### config.mk
export PLATFORM = sky130hd
export DESIGN_NAME = idb_doorbell
export DESIGN_NICKNAME = d
export VERILOG_FILES = /design/src/inc/idb_pkg.sv /design/src/logic/idb_doorbell.sv /design/src/logic/idb_source_bit.sv
export SDC_FILE = /design/constraint.sdc
export NUM_CORES = 1
export LEC_CHECK = 0
export BUFFER_PORTS_ARGS = -buffer_cell sky130_fd_sc_hd__clkbuf_2
export CAP_MARGIN = 40
export CORE_MARGIN = 4
export CORE_UTILIZATION = 56
export DETAILED_ROUTE_END_ITERATION = 10
export GPL_ROUTABILITY_DRIVEN = 1
export PLACE_DENSITY_LB_ADDON = 0.05
export SYNTH_ARGS = -nofsm -noshare
export SYNTH_HDL_FRONTEND = slang
export SYNTH_SLANG_ARGS = --single-unit
### constraint.sdc
create_clock -name clock -period 2.48 [get_ports clock]
set_input_delay 0.124 -clock clock [delete_from_list [all_inputs] [get_ports clock]]
set_output_delay 0.124 -clock clock [all_outputs]
set_load 0.01 [all_outputs]
### src/inc/idb_pkg.sv
// Notes on behaviour
// - Thirty-two sources, each with pending and mask.
// - Output high when any source pending and enabled.
// - Set command writes ones into pending bits.
// - Clear command writes ones clear pending bits.
// - Pending register readable, resets to zero.
// - Enable command sets mask bits written one.
// - Disable command clears mask bits written one.
// - Mask register readable, resets to zero.
// - Status reads pending AND mask.
// - Each source independent of all others.
// - Status bit one exactly when driving output.
package idb_pkg;
   localparam int unsigned IDB_SOURCES = 32;
   localparam int unsigned IDB_ADDR_W = 8;
   localparam logic [7:0] IDB_OFS_SET = 8'h00;
   localparam logic [7:0] IDB_OFS_CLEAR = 8'h04;
   localparam logic [7:0] IDB_OFS_PENDING = 8'h08;
   localparam logic [7:0] IDB_OFS_ENABLE = 8'h0c;
   localparam logic [7:0] IDB_OFS_DISABLE = 8'h10;
   localparam logic [7:0] IDB_OFS_MASK = 8'h14;
   localparam logic [7:0] IDB_OFS_STATUS = 8'h18;
   localparam logic [31:0] IDB_PENDING_RST = 32'h0000_0000;
   localparam logic [31:0] IDB_MASK_RST = 32'h0000_0000;
endpackage : idb_pkg

### src/logic/idb_doorbell.sv
// Strobed register access is this design's own decision.
`timescale 1ns/100ps
`default_nettype none
// Doorbell interrupt block: 32 software sources ORed onto one line.
module idb_doorbell
   import idb_pkg::*;
#(
   parameter int unsigned SOURCES = IDB_SOURCES
)
(
   // Clock and reset.
   input wire logic clock,
   input wire logic sys_rst,
   // Register port.
   input wire logic [IDB_ADDR_W-1:0] reg_addr,
   input wire logic [31:0] reg_wdata,
   input wire logic reg_wr,
   input wire logic reg_rd,
   output logic [31:0] reg_rdata,
   // Interrupt line.
   output logic irq_out
);
   typedef struct packed {
      logic [31:0] rdata;
      logic irq;
   } idb_top_state_t;

   idb_top_state_t st_reg;
   idb_top_state_t st_next;
   logic [SOURCES-1:0] pend;
   logic [SOURCES-1:0] mask;
   logic [SOURCES-1:0] set_v;
   logic [SOURCES-1:0] clr_v;
   logic [SOURCES-1:0] en_v;
   logic [SOURCES-1:0] dis_v;
   logic [SOURCES-1:0] pend_nx;
   logic [SOURCES-1:0] mask_nx;
   logic [31:0] pend_w;
   logic [31:0] mask_w;

   // Decode writes into per-source command vectors.
   always_comb
   begin
      set_v = '0;
      clr_v = '0;
      en_v = '0;
      dis_v = '0;
      if (reg_wr && reg_addr == IDB_OFS_SET)
      begin
         set_v = reg_wdata[SOURCES-1:0];
      end
      else if (reg_wr && reg_addr == IDB_OFS_CLEAR)
      begin
         clr_v = reg_wdata[SOURCES-1:0];
      end
      else if (reg_wr && reg_addr == IDB_OFS_ENABLE)
      begin
         en_v = reg_wdata[SOURCES-1:0];
      end
      else if (reg_wr && reg_addr == IDB_OFS_DISABLE)
      begin
         dis_v = reg_wdata[SOURCES-1:0];
      end
   end

   // Each source is its own cell, so no source can disturb another.
   genvar gi;
   generate
      for (gi = 0; gi < SOURCES; gi++)
      begin : g_src
         idb_source_bit u_bit (
            .clock(clock),
            .sys_rst(sys_rst),
            .set_cmd(set_v[gi]),
            .clear_cmd(clr_v[gi]),
            .enable_cmd(en_v[gi]),
            .disable_cmd(dis_v[gi]),
            .pending(pend[gi]),
            .mask(mask[gi])
         );
         // Next values mirror the cell so the output flop lands with it.
         assign pend_nx[gi] = !clr_v[gi] && (set_v[gi] || pend[gi]);
         assign mask_nx[gi] = !dis_v[gi] && (en_v[gi] || mask[gi]);
      end
   endgenerate

   assign pend_w = 32'(pend);
   assign mask_w = 32'(mask);

   // The interrupt flop is fed by next state, so it changes in the same
   // edge as the pending and mask bits and never lags them.
   always_comb
   begin
      st_next = st_reg;
      st_next.irq = |(pend_nx & mask_nx);
      st_next.rdata = 32'h0000_0000;
      if (reg_rd && reg_addr == IDB_OFS_PENDING)
      begin
         st_next.rdata = pend_w;
      end
      else if (reg_rd && reg_addr == IDB_OFS_MASK)
      begin
         st_next.rdata = mask_w;
      end
      else if (reg_rd && reg_addr == IDB_OFS_STATUS)
      begin
         st_next.rdata = pend_w & mask_w;
      end
      // Command offsets and unmapped offsets read zero with no effect.
   end

   // Output and read-data register.
   always_ff @(posedge clock)
   begin
      if (sys_rst)
      begin
         st_reg <= '0;
      end
      else
      begin
         st_reg <= st_next;
      end
   end

   assign reg_rdata = st_reg.rdata;
   assign irq_out = st_reg.irq;

   a_irq_tracks: assert property (@(posedge clock) disable iff (sys_rst) irq_out == |(pend & mask))
      else $error("Interrupt line disagrees with pending and mask.");
   a_status_read: assert property (@(posedge clock) disable iff (sys_rst)
      reg_rd && reg_addr == IDB_OFS_STATUS |=> reg_rdata == 32'($past(pend) & $past(mask)))
      else $error("Status read is not pending AND mask.");
   a_cmd_reads_zero: assert property (@(posedge clock) disable iff (sys_rst)
      reg_rd && (reg_addr == IDB_OFS_SET || reg_addr == IDB_OFS_CLEAR || reg_addr == IDB_OFS_ENABLE
      || reg_addr == IDB_OFS_DISABLE) |=> reg_rdata == 32'h0000_0000)
      else $error("Command register read was not zero.");
   a_read_no_effect: assert property (@(posedge clock) disable iff (sys_rst)
      reg_rd |=> pend == $past(pend) && mask == $past(mask))
      else $error("A read changed pending or mask.");
   a_set_irq: assert property (@(posedge clock) disable iff (sys_rst)
      reg_wr && reg_addr == IDB_OFS_SET && |(reg_wdata[SOURCES-1:0] & mask) |=> irq_out)
      else $error("Set of an enabled source did not raise the line.");
endmodule : idb_doorbell
`default_nettype wire

### src/logic/idb_source_bit.sv
`timescale 1ns/100ps
`default_nettype none
// One doorbell source: a pending flop and a mask flop.
module idb_source_bit
(
   // Clock and reset.
   input wire logic clock,
   input wire logic sys_rst,
   // Command strobes for this source.
   input wire logic set_cmd,
   input wire logic clear_cmd,
   input wire logic enable_cmd,
   input wire logic disable_cmd,
   // State.
   output logic pending,
   output logic mask
);
   import idb_pkg::*;

   typedef struct packed {
      logic pending;
      logic mask;
   } idb_bit_state_t;

   idb_bit_state_t st_reg;
   idb_bit_state_t st_next;

   // Clear and disable are applied last so they win a same-cycle conflict.
   always_comb
   begin
      st_next = st_reg;
      if (set_cmd)
      begin
         st_next.pending = 1'b1;
      end
      if (clear_cmd)
      begin
         st_next.pending = 1'b0;
      end
      if (enable_cmd)
      begin
         st_next.mask = 1'b1;
      end
      if (disable_cmd)
      begin
         st_next.mask = 1'b0;
      end
   end

   // Both flags reset cleared.
   always_ff @(posedge clock)
   begin
      if (sys_rst)
      begin
         st_reg <= '{pending: IDB_PENDING_RST[0], mask: IDB_MASK_RST[0]};
      end
      else
      begin
         st_reg <= st_next;
      end
   end

   assign pending = st_reg.pending;
   assign mask = st_reg.mask;

   // A clear always beats a simultaneous set.
   a_clear_wins: assert property (@(posedge clock) disable iff (sys_rst) clear_cmd |=> !pending)
      else $error("Pending bit survived a clear command.");
   a_disable_wins: assert property (@(posedge clock) disable iff (sys_rst) disable_cmd |=> !mask)
      else $error("Mask bit survived a disable command.");
   a_set_takes: assert property (@(posedge clock) disable iff (sys_rst) set_cmd && !clear_cmd |=> pending)
      else $error("Set command did not pend the source.");
   a_enable_takes: assert property (@(posedge clock) disable iff (sys_rst)
      enable_cmd && !disable_cmd |=> mask)
      else $error("Enable command did not set the mask.");
endmodule : idb_source_bit
`default_nettype wire
# Word level (Yosys, flattened, before mapping)

Cells that the tools add are included.

Bits in registers: 97
Output and inout port bits: 33
Word-level logic and storage cells: 352

Eq/ne operators: 6
Mux-type cells: 13
Bitwise logic cells: 2
Reduce and logical (&&, ||, !) cells: 265

Operator list:

| operator             | number |
|---|---|
| $mux W32             | 13 |
| $reduce_or A2 Y1     | 64 |
| $logic_and A1 B1 Y1  | 71 |
| $and A32 B32 Y32     | 2 |
| $logic_not A1 Y1     | 64 |
| $logic_or A1 B1 Y1   | 64 |
| $reduce_or A32 Y1    | 1 |
| $eq A8 B5 Y1 const B | 3 |
| $eq A8 B4 Y1 const B | 2 |
| $eq A8 B3 Y1 const B | 1 |
| $logic_not A8 Y1     | 1 |

# Longest topological paths before layout

Depth in word-level cells: 10
Gate-level depth with buffers: 8
Gate-level depth less buffers: 6

# Cells and area by module

From an unflattened synthesis, not the netlist that was laid out.

Cells, all modules: 659
Area total of the unflattened synthesis: 5511.5 µm²

By module, submodules not included:

| module         | times used | cells an instance | area an instance (µm²) | seq. area each (µm²) |
|---|---|---|---|---|
| idb_doorbell   | 1          | 467               | 3349.5                 | 660.6 |
| idb_source_bit | 32         | 6                 | 67.6                   | 40.0 |

# Worst setup path before layout

Ideal clock, no wire load.

Path kind: input port to flip-flop
Start: in reg_addr[5]
End: reg st_reg, in the netlist irq_out
Library setup time: 0.125 ns
Arrival: 1.956 ns
Data required time: 2.355 ns
Slack: 0.399 ns
Stages: 8
Path through: or4b_1 -> clkbuf_1 -> buf_2 -> o41ai_1 -> o21ai_1 -> a22oi_1 -> nand4_1 -> o41a_1

Word-level cells in the longest chain between the ends: 10
Elaborated cells on any way between the ends: 212
Classes of those cells: eq/ne: 3; mux: 10; bitwise: 1; reduce/logical: 198

Ends and longest elaborated chain:

| what                 | line                | source |
|---|---|---|
| from (decl)          | idb_doorbell.sv:15  | `input wire logic [IDB_ADDR_W-1:0] reg_addr,` |
| $eq A8 B5 Y1         | idb_doorbell.sv:60  | `else if (reg_wr && reg_addr == IDB_OFS_DISABLE)` |
| $logic_and A1 B1 Y1  | idb_doorbell.sv:60  |  |
| $mux W32             | idb_doorbell.sv:60  |  |
| $mux W32             | idb_doorbell.sv:56  | `else if (reg_wr && reg_addr == IDB_OFS_ENABLE)` |
| $mux W32             | idb_doorbell.sv:52  | `else if (reg_wr && reg_addr == IDB_OFS_CLEAR)` |
| $mux W32             | idb_doorbell.sv:48  | `if (reg_wr && reg_addr == IDB_OFS_SET)` |
| $logic_not A1 Y1     | idb_doorbell.sv:83  | `assign mask_nx[gi] = !dis_v[gi] && (en_v[gi] \|\| mask[gi]);` |
| $logic_and A1 B1 Y1  | idb_doorbell.sv:83  |  |
| $and A32 B32 Y32 *   | idb_doorbell.sv:95  | `st_next.irq = \|(pend_nx & mask_nx);` |
| $reduce_or A32 Y1 *  | idb_doorbell.sv:95  |  |
| to (signal assigned) | idb_doorbell.sv:121 | `st_reg <= st_next;` |
| to (decl)            | idb_doorbell.sv:28  | `idb_top_state_t st_reg;` |

Mark *: on every way between the ends. The rest lies on a longest branch, timed or not.
A chain may end at the register's enable or synchronous reset.

# Worst setup path in the final report

Start: in reg_addr[1]
End: reg st_reg, in the netlist irq_out

Same word-level chain as after synthesis.

==> results summary <==
The run finished with clean final reports. Detailed routing placed a total of between 5 and 6 mm of wire on met2. The number of hold buffers added after CTS is 0. The clock network fraction of total power is 38.9%.

The core region is ~0.0077 mm². In this run the vertical extent of the chip is about 97 µm. The total detailed-routing wirelength is between 10 and 15 mm.

The data required time of the critical path is 2.73 ns. The setup-violating endpoint count in the final report came out at 0. The worst slack at placement is -0.03554 ns.

The total placed cells including tap cells came out at 650. The startpoint class of the critical path is an input port. The boundary pin count is between 70 and 80. The proportion of power drawn by flip-flops and latches came out at between 50% and 60%. The final cell count without fillers is 666.

Adding up every negative setup slack in the final design gives 0 ns. The number of global-route vias before repair came to 3839. The analysis attributes to cell leakage a power of 2.364 nW.

Across the run, the number of max-cap violations was 0. The number of nets produced by synthesis came out at 546. The utilization of the core after routing came out at 66.98%. The maximum fanout encountered on the critical timing path came out at 32. The post-place instance area is 0.004935 mm². The minimum period implied by the final worst setup slack is between 2 and 2.5 ns.

The number of cells upsized or downsized after cts is 0. The Yosys warning count is 0. The final HPWL from detailed placement came out at approximately 7.5 mm. The number of buffer cells added on primary ports is 76. The async set-reset flop share out of synthesis is 0%.

The number of antenna violations at the first check in global routing is 0. The worst-case vdd ir drop is approximately 0.32 mV. After synthesis, the most frequently instantiated cells are dfxtp_1 (97), and2_1 (66), a31oi_1 (64). The stage delay of the slowest cell on the critical path is about 0.57 ns. The floorplan die area came out at 0.009328 mm². The synthesized area per cell came out at ~9 µm².

The slowest stage of the critical path belongs to the cell or4b_1. Walking the worst path, the cells encountered are clkbuf_2 -> or4b_1 -> buf_12 -> o41ai_1 -> o21ai_0 -> a22oi_1 -> nand4_1 -> o41a_1. Buffers added to address setup during post-CTS repair amount to 0. The main flop type after synthesis is dfxtp_1.

The detailed-routed wire length on met3 came out at 781 µm. The CTS buffer count came out at 9. The final hold slack is approximately 0.14 ns. The synthesized design contains 0 enable-type register cells. At the pin with the least slew margin, the transition time is ~0.58 ns. The tightest min-delay check is of the input port to register type. The fraction of the yosys area taken by sequential cells came out at roughly 44%. The total global routing overflow is 0. The global-route wire length before repair is about 20 mm. The power share of the combinational group came out at between 5 and 6%. The cell row count came out at 32. The synthesized flop and latch total came out at just under 100. The number of optimization iterations in the first detailed-route pass is 6. The total via count in the routed design is ~4k. The number of nets still failing antenna checks after routing came out at 0.

The clock skew after layout came out at around 0.012 ns. The power dissipated by switching net loads is a little under 0.7 mW. After clock tree synthesis, the clock-pin slew on the worst setup and hold paths is 0.09 ns. At the end of routability-driven placement, the weighted congestion stood at just under 0.9. The starting density of the core is 57.16%. The fraction of layout cells with a size suffix above 1 came out at a little over a fifth. The power density relative to cell area came out at approximately 550 mW/mm². The final critical-path setup slack is 0.3233 ns.

The average routed wire per standard cell came out at roughly 18 µm. STA puts the critical path data arrival time at about 2.4 ns. The total count of hold-check failures in the final report came out at 0. The upper clock frequency limit is about 460 MHz. The startpoint-to-endpoint class of the critical path is input port to register. Tracing the worst setup path back leads to its startpoint at reg_addr[1].

The synthesized design spends more area on one cell type than any other, namely dfxtp_1. Setup repair after global routing left no endpoint under its margin. The area overhead of the layout relative to synthesis is 17.17%. In this run the most critical hold path is launched from reg_wdata[14].

The number of design-rule violations left by the first detailed-router iteration is approximately 300. The worst-skew pair later-pin latency is 0.36 ns. The cell sitting at the root of the clock tree is a clkbuf_8. Counting cells, the worst reg-to-reg path comes to 5.

By area the synthesized netlist is led by dfxtp_1 (44%), and2_1 (9.4%), a31oi_1 (9.1%). Counting every instance in the synthesized netlist gives around 500. The worst register-to-register path begins at g_src[24].u_bit.mask. The final layout net count came out at between 600 and 700. The highest metal layer used by the detailed router is met4.

The maximum number of pins on one net before global-route repair came out at roughly 70. The count of antenna diodes in the layout came out at 0. The chip width is a little under 100 µm. The post-detailed-route via-to-cell ratio is slightly above 6. The cell area after layout came out at 0.005149 mm². The longest clock path from root to sink contains 2 buffers.

The CTS tree is done. The total power of the final layout came out at 2.822 mW. The clock net sink count is 97. The worst hold path was traced through 3 stages. Headroom to the max-slew limit came out at 61.55%. The count of final max-slew check failures was 0. The internal power summed over all cells came out at about 2.1 mW. The area of the mapped netlist is about 0.0044 mm². For this block, wires on met1 add up to between 5 and 6 mm.

The total of fill cells in the finished design came out at ~680. In the routed design, unresolved DRC markers number 0. The most common cell in the synthesized netlist is dfxtp_1.

Of the total power, the share spent switching nets is between 20% and 30%. The H-tree depth reported by CTS came out at 3. The global-route usage over all layers is ~27%. The endpoint kind of the worst setup timing path is a register. The synthesized design devotes to its leading area cell type between 40 and 50% of total area.

The post-route clock period utilization is between 80% and 90%. The number of different library cells used by synthesis comes to 24.
[critical path: cells and delay by family]
kind / cells / cell delay (ns)
compound gates: 4 / 1.20
buf+inv: 2 / 0.32
simple gates: 2 / 0.75
[placed cells by master (no fill, tap or decap), types with 2 or more instances in the layout]
cell type   synthesis  final
buf_4               0     15
a22oi_1            48     48
a31oi_1            64     64
o21ai_0             3      3
clkbuf_2            0     76
or4b_1              2      2
dfxtp_1            97     97
buf_12              0      5
o41ai_2             3      3
nand4_1             5      5
nor2_1             34     33
o21ai_1            29     29
o41ai_1            29     29
and2_1             66     66
clkinvlp_4          0      2
inv_1              33     33
a21o_1             32     32
clkbuf_8            0     11
[power groups by stage]
| stage | logic (mW) | clock network (mW) | registers (mW) |
|---|---|---|---|
| final | 0.165 | 1.10 | 1.56 |
| after global routing | 0.180 | 1.17 | 1.56 |
| after CTS | 0.163 | 1.11 | 1.56 |
| after detailed placement | 0.161 | 0 | 1.60 |
| after global placement | 0.159 | 0 | 1.60 |
| after floorplan | 0.0749 | 0 | 1.60 |
[cell families (layout without fill, tap and decap cells)]
kind of cell / count (synthesis) / count (layout) / synth area share, %
compound gates: 209 / 209 / 33.57
buf+inv: 83 / 145 / 7.432
flops: 97 / 97 / 44.19
simple gates: 113 / 113 / 14.81
[layer usage]
metal  GRT usage (%)  vias up
met3           3.873       24
met4           11.21        0
met1           36.28     1952
met5               0        -
li1                -     1981
met2           45.17      153
[sequential cells by signal, summed over array words and instances (netlist names)]
register             flops
g_src.u_bit.pending     32
g_src.u_bit.mask        32
irq_out                  1
reg_rdata               32
[cell type report]
cell class	instances	area [µm²]	area share, %
clock inverter	5	62.56	1.215
tap	102	127.6	2.479
multi-input combinational	322	2148	41.73
sequential	97	1942	37.72
timing repair buffer	96	593.1	11.52
clock buffer	11	151.4	2.940
inverter	33	123.9	2.406
[final timing paths]
check / slack (ns) / end
worst max-delay path: 0.32 / irq_out
worst min register to register: 0.51 / reg_rdata[29]
worst max register to register: 0.88 / irq_out
worst min-delay path: 0.14 / g_src[14].u_bit.pending
No activity file was read; power rests on OpenSTA's default activity.
